==> src/hw/orient_regs.vh <==
// Purpose: constants for the spindle orientation and position hold block
// Assumes: 100 MHz sys_clk, classic Wishbone slave with 32-bit data
// Notes:   register offsets are byte addresses of aligned words
`ifndef ORIENT_REGS_VH
`define ORIENT_REGS_VH

// ----------------------------------------
// register byte offsets
// ----------------------------------------
`define OFS_CTRL        8'h00
`define OFS_GAIN        8'h04
`define OFS_OFFSET      8'h08
`define OFS_TARGET      8'h0C
`define OFS_DIVISOR     8'h10
`define OFS_THRESH      8'h14
`define OFS_STATUS      8'h18
`define OFS_POS_TOTAL   8'h1C
`define OFS_POS_DIV     8'h20
`define OFS_INDEX_POS   8'h24
`define OFS_ERROR       8'h28
`define OFS_RATE        8'h2C

// ----------------------------------------
// field positions
// ----------------------------------------
`define CTRL_GATE_BIT   0
`define CTRL_MODE_BIT   1
`define ST_ACTIVE_BIT   0
`define ST_REACHED_BIT  1
`define ST_SEEK_BIT     2

// ----------------------------------------
// reset values
// ----------------------------------------
`define RST_CTRL        2'h0
`define RST_GAIN        16'h0000
`define RST_OFFSET      16'h0000
`define RST_TARGET      16'h0000
`define RST_DIVISOR     15'h0001
`define RST_THRESH      16'h0100

// ----------------------------------------
// limits and timing
// ----------------------------------------
`define TARGET_MAX      16'h7530
`define DIVISOR_MAX     15'h7530
`define REACH_WINDOW    32'h0000000A
`define CLK_HZ          100000000
`define SETTLE_MS       400
`define SETTLE_CYCLES   ((`CLK_HZ / 1000) * `SETTLE_MS)
`define RATE_GATE_CYCLES 32'h05F5E100

`endif

==> src/hw/pos_divider.v <==
// Purpose: divides the running total for a slow-polling host
// Assumes: divisor between 1 and 30000, clamped by the caller
// Notes:   serial restoring divide, a result every 33 cycles
`timescale 1ns/1ps
`include "orient_regs.vh"

module pos_divider (
	// clock and reset
	input  wire        sys_clk,
	input  wire        rst_b,
	// operands
	input  wire [31:0] dividend,
	input  wire [14:0] divisor,
	// quotient, signed like the dividend
	output reg  [31:0] quotient
);

	reg  [5:0]  bit_reg;
	reg  [31:0] num_reg;
	reg  [31:0] rem_reg;
	reg  [31:0] quo_reg;
	reg         neg_reg;
	wire [31:0] trial;

	assign trial = {rem_reg[30:0], num_reg[31]};

	// one quotient bit per cycle, magnitude then sign
	always @(posedge sys_clk or negedge rst_b) begin
		if (!rst_b) begin
			bit_reg  <= 6'h00;
			num_reg  <= 32'h00000000;
			rem_reg  <= 32'h00000000;
			quo_reg  <= 32'h00000000;
			neg_reg  <= 1'b0;
			quotient <= 32'h00000000;
		end else if (bit_reg == 6'h00) begin
			neg_reg <= dividend[31];
			num_reg <= dividend[31] ? (32'h00000000 - dividend) : dividend;
			rem_reg <= 32'h00000000;
			quo_reg <= 32'h00000000;
			bit_reg <= 6'h20;
		end else begin
			num_reg <= {num_reg[30:0], 1'b0};
			if (trial >= {17'h00000, divisor}) begin
				rem_reg <= trial - {17'h00000, divisor};
				quo_reg <= {quo_reg[30:0], 1'b1};
			end else begin
				rem_reg <= trial;
				quo_reg <= {quo_reg[30:0], 1'b0};
			end
			bit_reg <= bit_reg - 6'h01;
			if (bit_reg == 6'h01) begin
				if (neg_reg)
					quotient <= 32'h00000000 - {quo_reg[30:0], (trial >= {17'h00000, divisor})};
				else
					quotient <= {quo_reg[30:0], (trial >= {17'h00000, divisor})};
			end
		end
	end

endmodule

==> src/hw/quad_counter.v <==
// Purpose: bidirectional encoder count with index latch
// Assumes: encoder and index inputs already synchronised to sys_clk
// Notes:   pulse mode counts both edges of the pulse line, two per line
`timescale 1ns/1ps
`include "orient_regs.vh"

module quad_counter (
	// clock and reset
	input  wire        sys_clk,
	input  wire        rst_b,
	// encoder lines, synchronised
	input  wire        enc_a,
	input  wire        enc_b,
	input  wire        index_in,
	input  wire        pulse_mode,
	input  wire        gate_en,
	// results
	output reg  [31:0] pos_count,
	output reg  [31:0] index_pos,
	output reg         index_seen
);

	reg         a_reg;
	reg         b_reg;
	reg         idx_reg;
	reg  [31:0] step;

	// quadrature decode: any edge counts, direction from phase
	always @* begin
		step = 32'h00000000;
		if (pulse_mode) begin
			if (a_reg != enc_a)
				step = enc_b ? 32'hFFFFFFFF : 32'h00000001;
		end else if ((a_reg != enc_a) || (b_reg != enc_b)) begin
			step = ((a_reg ^ enc_b) ? 32'h00000001 : 32'hFFFFFFFF);
		end
	end

	// counter and index capture on rising edge while gate open
	always @(posedge sys_clk or negedge rst_b) begin
		if (!rst_b) begin
			a_reg      <= 1'b0;
			b_reg      <= 1'b0;
			idx_reg    <= 1'b0;
			pos_count  <= 32'h00000000;
			index_pos  <= 32'h00000000;
			index_seen <= 1'b0;
		end else begin
			a_reg     <= enc_a;
			b_reg     <= enc_b;
			idx_reg   <= index_in;
			pos_count <= pos_count + step;
			index_seen <= 1'b0;
			if (index_in && !idx_reg && gate_en) begin
				index_pos  <= pos_count + step;
				index_seen <= 1'b1;
			end
		end
	end

endmodule

==> src/hw/spindle_orient_position_lock.v <==
// Purpose: spindle orientation and zero-speed position hold
// Assumes: speed demand and feedback arrive as signed words on sys_clk;
//          encoder and index pins are asynchronous and are synchronised here
// Notes:   classic Wishbone slave, single-cycle registered ack
//
// Summary of operation
// - orientation starts after demand and feedback stay low 400 ms
// - index seek needs non-zero gain and the index gate open
// - once engaged, demand above threshold or zero gain releases the loop
// - above threshold no position action, target writes still accepted
// - reference is index position latched before speed fell low
// - index offset sampled once at orientation start
// - offset and target are signed; offset sign picks seek direction
// - shaft goes straight to target relative to offset
// - new target while active is sought at once, repeatedly
// - reached flag rises on each arrival at current target
// - gain sets loop response; zero gain switches loop off
// - gate closed: no orientation or meter, hold where stopped
// - index rate meter runs at any speed while gate open
// - total counts four per line quadrature, two pulse mode
// - host position is total divided by divisor 1 to 30000
// - index position captured on rising index edge
// - target is signed, limited to plus/minus 30000, default 0
// - counter follows rotation direction up or down
// - error is target minus count, drive reduces error
// - reached flag high while absolute error below ten counts
//
// The address map and the Wishbone slave port were chosen for this implementation.
`timescale 1ns/1ps
`include "orient_regs.vh"

module spindle_orient_position_lock (
	// clock and reset
	input  wire        sys_clk,
	input  wire        rst_b,
	// wishbone slave
	input  wire        wb_cyc_i,
	input  wire        wb_stb_i,
	input  wire        wb_we_i,
	input  wire [7:0]  wb_adr_i,
	input  wire [3:0]  wb_sel_i,
	input  wire [31:0] wb_dat_i,
	output reg  [31:0] wb_dat_o,
	output reg         wb_ack_o,
	// drive speed signals
	input  wire [15:0] speed_demand,
	input  wire [15:0] speed_feedback,
	// encoder pins
	input  wire        enc_a_pin,
	input  wire        enc_b_pin,
	input  wire        index_input_terminal,
	// outputs
	output reg  [31:0] speed_correction,
	output reg         loop_active,
	output reg         target_reached_flag
);

	// ----------------------------------------
	// state codes
	// ----------------------------------------
	localparam ST_IDLE   = 2'h0;
	localparam ST_SETTLE = 2'h1;
	localparam ST_HOLD   = 2'h2;

	// absolute value of a signed speed word
	function [15:0] abs16;
		input [15:0] v;
		begin
			abs16 = v[15] ? (16'h0000 - v) : v;
		end
	endfunction

	// clamp signed word to plus/minus limit
	function [15:0] clamp16;
		input [15:0] v;
		input [15:0] lim;
		begin
			if (!v[15] && (v > lim))
				clamp16 = lim;
			else if (v[15] && ((16'h0000 - v) > lim))
				clamp16 = 16'h0000 - lim;
			else
				clamp16 = v;
		end
	endfunction

	// ----------------------------------------
	// synchronisers
	// ----------------------------------------
	reg  [2:0]  sync1_reg;
	reg  [2:0]  sync2_reg;

	// two flops before anything reads a pin
	always @(posedge sys_clk or negedge rst_b) begin
		if (!rst_b) begin
			sync1_reg <= 3'h0;
			sync2_reg <= 3'h0;
		end else begin
			sync1_reg <= {index_input_terminal, enc_b_pin, enc_a_pin};
			sync2_reg <= sync1_reg;
		end
	end

	// ----------------------------------------
	// registers
	// ----------------------------------------
	reg  [1:0]  ctrl_reg;
	reg  [15:0] gain_reg;
	reg  [15:0] offset_reg;
	reg  [15:0] target_reg;
	reg  [14:0] divisor_reg;
	reg  [15:0] thresh_reg;
	reg  [31:0] rate_reg;
	wire        gate_en;
	wire        pulse_mode;
	wire [31:0] pos_count;
	wire [31:0] index_pos;
	wire        index_seen;
	wire [31:0] pos_div;
	wire        wb_req;
	reg  [1:0]  state_reg;
	reg  [31:0] ref_reg;
	reg  [31:0] ref_idx_reg;
	reg  [31:0] error_reg;
	reg  [31:0] timer_reg;
	reg         seek_reg;

	assign gate_en    = ctrl_reg[`CTRL_GATE_BIT];
	assign pulse_mode = ctrl_reg[`CTRL_MODE_BIT];
	assign wb_req     = wb_cyc_i && wb_stb_i && !wb_ack_o;

	// register writes, target and divisor clamped on entry; target writable at any speed
	always @(posedge sys_clk or negedge rst_b) begin
		if (!rst_b) begin
			ctrl_reg    <= `RST_CTRL;
			gain_reg    <= `RST_GAIN;
			offset_reg  <= `RST_OFFSET;
			target_reg  <= `RST_TARGET;
			divisor_reg <= `RST_DIVISOR;
			thresh_reg  <= `RST_THRESH;
		end else if (wb_req && wb_we_i && wb_sel_i[0] && wb_sel_i[1]) begin
			case (wb_adr_i)
				`OFS_CTRL:    ctrl_reg   <= wb_dat_i[1:0];
				`OFS_GAIN:    gain_reg   <= wb_dat_i[15:0];
				`OFS_OFFSET:  offset_reg <= wb_dat_i[15:0];
				`OFS_TARGET:  target_reg <= clamp16(wb_dat_i[15:0], `TARGET_MAX);
				`OFS_DIVISOR: begin
					if (wb_dat_i[14:0] == 15'h0000)
						divisor_reg <= `RST_DIVISOR;
					else if (wb_dat_i[14:0] > `DIVISOR_MAX)
						divisor_reg <= `DIVISOR_MAX;
					else
						divisor_reg <= wb_dat_i[14:0];
				end
				`OFS_THRESH:  thresh_reg <= wb_dat_i[15:0];
				default:      ctrl_reg   <= ctrl_reg;
			endcase
		end
	end

	// read mux and single-cycle ack; unmapped reads give zero
	always @(posedge sys_clk or negedge rst_b) begin
		if (!rst_b) begin
			wb_ack_o <= 1'b0;
			wb_dat_o <= 32'h00000000;
		end else begin
			wb_ack_o <= wb_req;
			if (wb_req && !wb_we_i) begin
				case (wb_adr_i)
					`OFS_CTRL:      wb_dat_o <= {30'h00000000, ctrl_reg};
					`OFS_GAIN:      wb_dat_o <= {16'h0000, gain_reg};
					`OFS_OFFSET:    wb_dat_o <= {16'h0000, offset_reg};
					`OFS_TARGET:    wb_dat_o <= {16'h0000, target_reg};
					`OFS_DIVISOR:   wb_dat_o <= {17'h00000, divisor_reg};
					`OFS_THRESH:    wb_dat_o <= {16'h0000, thresh_reg};
					`OFS_STATUS:    wb_dat_o <= {29'h00000000, seek_reg,
						target_reached_flag, loop_active};
					`OFS_POS_TOTAL: wb_dat_o <= pos_count;
					`OFS_POS_DIV:   wb_dat_o <= pos_div;
					`OFS_INDEX_POS: wb_dat_o <= index_pos;
					`OFS_ERROR:     wb_dat_o <= error_reg;
					`OFS_RATE:      wb_dat_o <= rate_reg;
					default:        wb_dat_o <= 32'h00000000;
				endcase
			end
		end
	end

	// ----------------------------------------
	// encoder count and host divide
	// ----------------------------------------
	quad_counter u_count (
		.sys_clk    (sys_clk),
		.rst_b      (rst_b),
		.enc_a      (sync2_reg[0]),
		.enc_b      (sync2_reg[1]),
		.index_in   (sync2_reg[2]),
		.pulse_mode (pulse_mode),
		.gate_en    (gate_en),
		.pos_count  (pos_count),
		.index_pos  (index_pos),
		.index_seen (index_seen)
	);

	pos_divider u_div (
		.sys_clk  (sys_clk),
		.rst_b    (rst_b),
		.dividend (pos_count),
		.divisor  (divisor_reg),
		.quotient (pos_div)
	);

	// ----------------------------------------
	// index rate meter
	// ----------------------------------------
	reg  [31:0] gate_cnt_reg;
	reg  [31:0] edge_cnt_reg;

	// edges per one-second window; idle and zero while gate closed
	always @(posedge sys_clk or negedge rst_b) begin
		if (!rst_b) begin
			gate_cnt_reg <= 32'h00000000;
			edge_cnt_reg <= 32'h00000000;
			rate_reg     <= 32'h00000000;
		end else if (!gate_en) begin
			gate_cnt_reg <= 32'h00000000;
			edge_cnt_reg <= 32'h00000000;
			rate_reg     <= 32'h00000000;
		end else if (gate_cnt_reg == `RATE_GATE_CYCLES - 32'h00000001) begin
			gate_cnt_reg <= 32'h00000000;
			edge_cnt_reg <= 32'h00000000;
			rate_reg     <= edge_cnt_reg + {31'h00000000, index_seen};
		end else begin
			gate_cnt_reg <= gate_cnt_reg + 32'h00000001;
			edge_cnt_reg <= edge_cnt_reg + {31'h00000000, index_seen};
		end
	end

	// ----------------------------------------
	// low-speed detection and loop sequencing
	// ----------------------------------------
	wire        dem_low;
	wire        fb_low;
	wire [31:0] offset_ext;
	wire [31:0] target_ext;
	wire [31:0] goal;
	wire [31:0] err_next;
	wire [31:0] err_abs;

	assign dem_low    = abs16(speed_demand) < thresh_reg;
	assign fb_low     = abs16(speed_feedback) < thresh_reg;
	assign offset_ext = {{16{offset_reg[15]}}, offset_reg};
	assign target_ext = {{16{target_reg[15]}}, target_reg};
	// live target on top of the frozen reference
	assign goal       = seek_reg ? (ref_reg + target_ext) : ref_reg;
	assign err_next   = goal - pos_count;
	assign err_abs    = err_next[31] ? (32'h00000000 - err_next) : err_next;

	// index reference kept only while running above threshold
	always @(posedge sys_clk or negedge rst_b) begin
		if (!rst_b)
			ref_idx_reg <= 32'h00000000;
		else if (index_seen && (state_reg != ST_HOLD) && !(dem_low && fb_low))
			ref_idx_reg <= index_pos;
	end

	// timer, engage and release
	always @(posedge sys_clk or negedge rst_b) begin
		if (!rst_b) begin
			state_reg <= ST_IDLE;
			timer_reg <= 32'h00000000;
			ref_reg   <= 32'h00000000;
			seek_reg  <= 1'b0;
		end else begin
			case (state_reg)
				ST_IDLE: begin
					timer_reg <= 32'h00000000;
					if (dem_low && fb_low && (gain_reg != 16'h0000))
						state_reg <= ST_SETTLE;
				end
				ST_SETTLE: begin
					if (!(dem_low && fb_low) || (gain_reg == 16'h0000)) begin
						state_reg <= ST_IDLE;
					end else if (timer_reg == `SETTLE_CYCLES - 1) begin
						state_reg <= ST_HOLD;
						if (gate_en) begin
							// signed offset sets the seek side
							ref_reg  <= ref_idx_reg + offset_ext;
							seek_reg <= 1'b1;
						end else begin
							ref_reg  <= pos_count;
							seek_reg <= 1'b0;
						end
					end else begin
						timer_reg <= timer_reg + 32'h00000001;
					end
				end
				ST_HOLD: begin
					if (!dem_low || (gain_reg == 16'h0000)) begin
						state_reg <= ST_IDLE;
						seek_reg  <= 1'b0;
					end
				end
				default: state_reg <= ST_IDLE;
			endcase
		end
	end

	// loop output, error and reached flag; all zero when not holding
	always @(posedge sys_clk or negedge rst_b) begin
		if (!rst_b) begin
			error_reg           <= 32'h00000000;
			speed_correction    <= 32'h00000000;
			loop_active         <= 1'b0;
			target_reached_flag <= 1'b0;
		end else if (state_reg == ST_HOLD) begin
			error_reg           <= err_next;
			// product truncated to 32 bits; large gains saturate externally
			speed_correction    <= err_next * {16'h0000, gain_reg};
			loop_active         <= 1'b1;
			target_reached_flag <= err_abs < `REACH_WINDOW;
		end else begin
			error_reg           <= 32'h00000000;
			speed_correction    <= 32'h00000000;
			loop_active         <= 1'b0;
			target_reached_flag <= 1'b0;
		end
	end

endmodule

==> config.mk <==
export PLATFORM = sky130hd
export DESIGN_NAME = spindle_orient_position_lock
export DESIGN_NICKNAME = d
export VERILOG_FILES = /design/src/hw/pos_divider.v /design/src/hw/quad_counter.v /design/src/hw/spindle_orient_position_lock.v
export VERILOG_INCLUDE_DIRS = /design/src /design/src/hw
export SDC_FILE = /design/constraint.sdc
export NUM_CORES = 2
export LEC_CHECK = 0
export BUFFER_PORTS_ARGS = -buffer_cell sky130_fd_sc_hd__buf_4
export CORE_UTILIZATION = 58
export CTS_CLUSTER_SIZE = 28
export DETAILED_ROUTE_END_ITERATION = 6
export PLACE_DENSITY = 0.83
export SYNTH_ARGS = -nofsm -noshare
export SYNTH_HDL_FRONTEND = slang
export SYNTH_HIERARCHICAL = 1
export SYNTH_SLANG_ARGS = --single-unit
export TNS_END_PERCENT = 30
==> constraint.sdc <==
create_clock -name sys_clk -period 11.2 [get_ports sys_clk]
set_clock_uncertainty 0.15 [all_clocks]
set_input_delay 0.56 -clock sys_clk [delete_from_list [all_inputs] [get_ports sys_clk]]
set_output_delay 0.56 -clock sys_clk [all_outputs]
set_load 0.1 [all_outputs]
==> run_results.csv <==
group,metric,value,unit
run_status,status,"finished with violations",
run_status,violations,"DRC",
power_and_ir_drop,p_per_area,162.9,mW/mm^2
synth,synth.ff_latch_count,582,
cts,cts_tree,"done",
routing,vias,39100,
final_layout,design_area,0.05194,sq mm
critical_path,r2r-end,"speed_correction[31]",
placed_design,dpl_cell_area,0.04927,sq mm
critical_path,path_class,"flip-flop to flip-flop",
critical_path,reg2regPathDepth,48,
floorplan,core_area,0.07913,sq mm
cts,numCtsBuffers,68,
final_layout,n_fill_cell,6167,
global_routing,grt_pass1_vias,39860,
critical_path,startpoint,"target_reg[0]",
critical_path,cp_slowest_cell,"fa_1",
critical_path,crit_required,11570,ps
routing,first_pass_iters,7,
cts,clock-sinks,582,
sta,tns,0,ps
placed_design,dp.final_hpwl,100.3,mm
power_and_ir_drop,peakVddDrop,0.1284,mV
global_routing,antenna_found_initial,5,
global_routing,grt_max_degree,178,
cts,clk_pin_slew,70,ps
critical_path,r2r-start,"target_reg[0]",
final_layout,drive_gt1_share,12.48,%
run,cap_violations,0,
synth,syn_inst,5057,
sta,slew_headroom,19.43,%
power_and_ir_drop,clkPwrFrac,28.8,%
critical_path,worstPathMaxFanout,4,
power_and_ir_drop,intPower,4.935,mW
sta,min_period_over_period,96.03,%
critical_path,cp-end-kind,"flip-flop",
final_layout,regArea,0.01457,sq mm
global_routing,grt_use_total,33.92,%
final_layout,synthToLayoutAreaGrowth,11.87,%
final_layout,multi_input_area,0.02933,sq mm
floorplan,fp-row-count,103,
power_and_ir_drop,pwr-share-comb,40.6,%
critical_path,critical-path-max-stage-delay,560,ps
cts,cts_root_buf,"clkbuf_16",
cts,htree_num_levels,3,
floorplan,die-height,284.9,um
power_and_ir_drop,p_sw,3.527,mW
final_layout,nNetsFinal,5846,
power_and_ir_drop,p_leak,24.77,nW
power_and_ir_drop,swShare,41.68,%
synth,syn_avg_cell_area,9.181,sq um
routing,ant_nets,0,
synth,synth_nets,5700,
routing,via_per_inst,6.201,
floorplan,ios,151,
floorplan,die_x,284.9,um
synth,syn_area,0.04643,sq mm
sta,slew_viol_final,0,
cts,clockBufferDepth,3,
sta,tightest_slew,1209,ps
final_layout,layout_commonest_cell,"nand2_1",
critical_path,crit_path_frequent_cell,"fa_1",
synth,synth-seq-area-share,31.37,%
critical_path,reg2reg_slack,450,ps
critical_path,critPathLaunchType,"flip-flop",
critical_path,endpoint,"speed_correction[31]",
sta,max_freq,92.98,MHz
routing,dr.first_iter.drc_count,3397,
global_routing,grt-ovfl-total,0,
routing,wl_per_cell,21.60,um
cts,clk_latency,630,ps
routing,drcViolationCount,3,
sta,setup_viol,0,
critical_path,arrival,11130,ps
placed_design,numPortBuffers,132,
synth,yosysUniqueCellTypes,109,
final_layout,final_cell_mix,"nand2_1 (652), dfrtp_1 (579), inv_1 (500)",
sta,fin_crit,10750,ps
cts,postCtsSetupBuffers,0,
sta,hold-worst-slack,86.36,ps
floorplan,dieArea,0.08119,sq mm
hold_path,hp-class,"primary input to flip-flop",
placed_design,gp_congestion,1.010,
sta,hold_viol_final,0,
synth,synth_edf_count,0,
routing,wl,136.2,mm
synth,async_flop_share,100.0,%
global_routing,grt_first_pass_wirelength,217.1,mm
floorplan,initial_core_util,58.67,%
power_and_ir_drop,power_frac_seq,30.7,%
synth,synthFlopType,"dfrtp_1",
synth,yosysWarnings,6,
==> worst min path at each step <==
stage / from / endpoint / slack (ps) / depth (start not counted)
after floorplan: rst_b / ctrl_reg[0] / 110 / 0
after global placement: sync1_reg[2] / sync2_reg[2] / 190 / 0
after detailed placement: sync1_reg[0] / sync2_reg[0] / 190 / 0
after CTS: wb_dat_i[2] / thresh_reg[2] / 60 / 3
after global routing: wb_dat_i[12] / target_reg[12] / 90 / 3
final: wb_stb_i / wb_ack_o / 90 / 3
==> cells by family after synthesis <==
logic type	synth area share, %
and+or+nand+nor	17.86
AOI/OAI and AO/OA	14.33
buffers and inverters	6.072
DFF	31.37
adders and majority gates	20.06
xor gates and xnor gates	6.840
muxes	3.458
==> power groups by stage <==
stage | clock network [mW] | logic (mW) | registers [mW]
after CTS | 2.46 | 3.31 | 2.59
final | 2.43 | 3.43 | 2.59
after floorplan | 0 | 2.05 | 2.66
after global routing | 2.54 | 3.68 | 2.61
after detailed placement | 0 | 3.28 | 2.62
after global placement | 0 | 3.21 | 2.61
==> worst max-delay path, delay by kind of cell, from the launching register on <==
family | cells | cell delay (ps)
AO/OA/AOI/OAI | 16 | 2950
XOR/XNOR | 12 | 2470
adder cells (fa/ha/maj) | 9 | 3540
buffers and inverters | 4 | 360
flip-flops | 1 | 380
multiplexers | 1 | 260
AND/OR/NAND/NOR | 6 | 490
==> cell usage after synthesis (30+ instances only) <==
master / instances / area, sq um
mux2i_1: 43 / 430.4
nand2b_1: 38 / 237.7
o21ai_0: 229 / 1146
nand3_1: 82 / 410.4
dfrtp_1: 580 / 14510
nor4_1: 31 / 193.9
a21o_1: 66 / 495.5
clkbuf_1: 210 / 788.3
a22o_1: 30 / 262.8
o21a_1: 31 / 232.7
nand2_1: 655 / 2459
nor3_1: 89 / 445.4
and3_1: 36 / 225.2
a22oi_1: 42 / 315.3
inv_1: 500 / 1877
fa_1: 309 / 6186
nand4_1: 54 / 337.8
a31oi_1: 52 / 325.3
ha_1: 250 / 3128
nor2b_1: 41 / 256.5
a221oi_1: 35 / 306.5
or3_1: 33 / 206.5
xnor2_1: 169 / 1480
and2_1: 206 / 1289
mux2_2: 103 / 1160
a21oi_1: 173 / 865.8
nor2_1: 340 / 1276
xor2_1: 177 / 1550
o31ai_1: 43 / 322.8
==> per-stage QoR <==
step	std cells	utilization [%]	setup WS, ps	power, mW
after detailed placement	6179	62.26	-309.7	5.899
after CTS	6305	65.45	3.114	8.357
after global routing	6305	65.64	-124.8	8.835
final	6306	65.64	445.1	8.462
after floorplan	5057	-	533.6	4.709
after global placement	6179	62.26	26.90	5.820
==> per-layer routing <==
layer	part of all wire (%)	routed length, um	track usage, %	up-vias
met5	0.047	64	0	-
met4	6.9	9466	21.12	6
met3	9.2	12590	7.280	518
met2	45	61560	52.54	1921
met1	39	52530	43.55	19220
li1	-	-	-	17440
==> final cells by class <==
type / instances / area share (%)
Timing Repair Buffer: 311 / 4.577
Clock inverter: 35 / 1.142
Tap cell: 1050 / 2.529
Sequential cell: 582 / 28.05
Multi-Input combinational cell: 3737 / 56.47
Antenna cell: 1 / 0.004818
Inverter: 503 / 3.635
Clock buffer: 87 / 3.587
==> timing repair <==
action	in CTS	in global routing
pin swaps	1	16
gates cloned	0	0
gates resized for setup	6	27
hold endpoints to repair	117	0
setup endpoints to repair	2	6
hold buffers	4	0
Power figures use the tool's default switching activity.
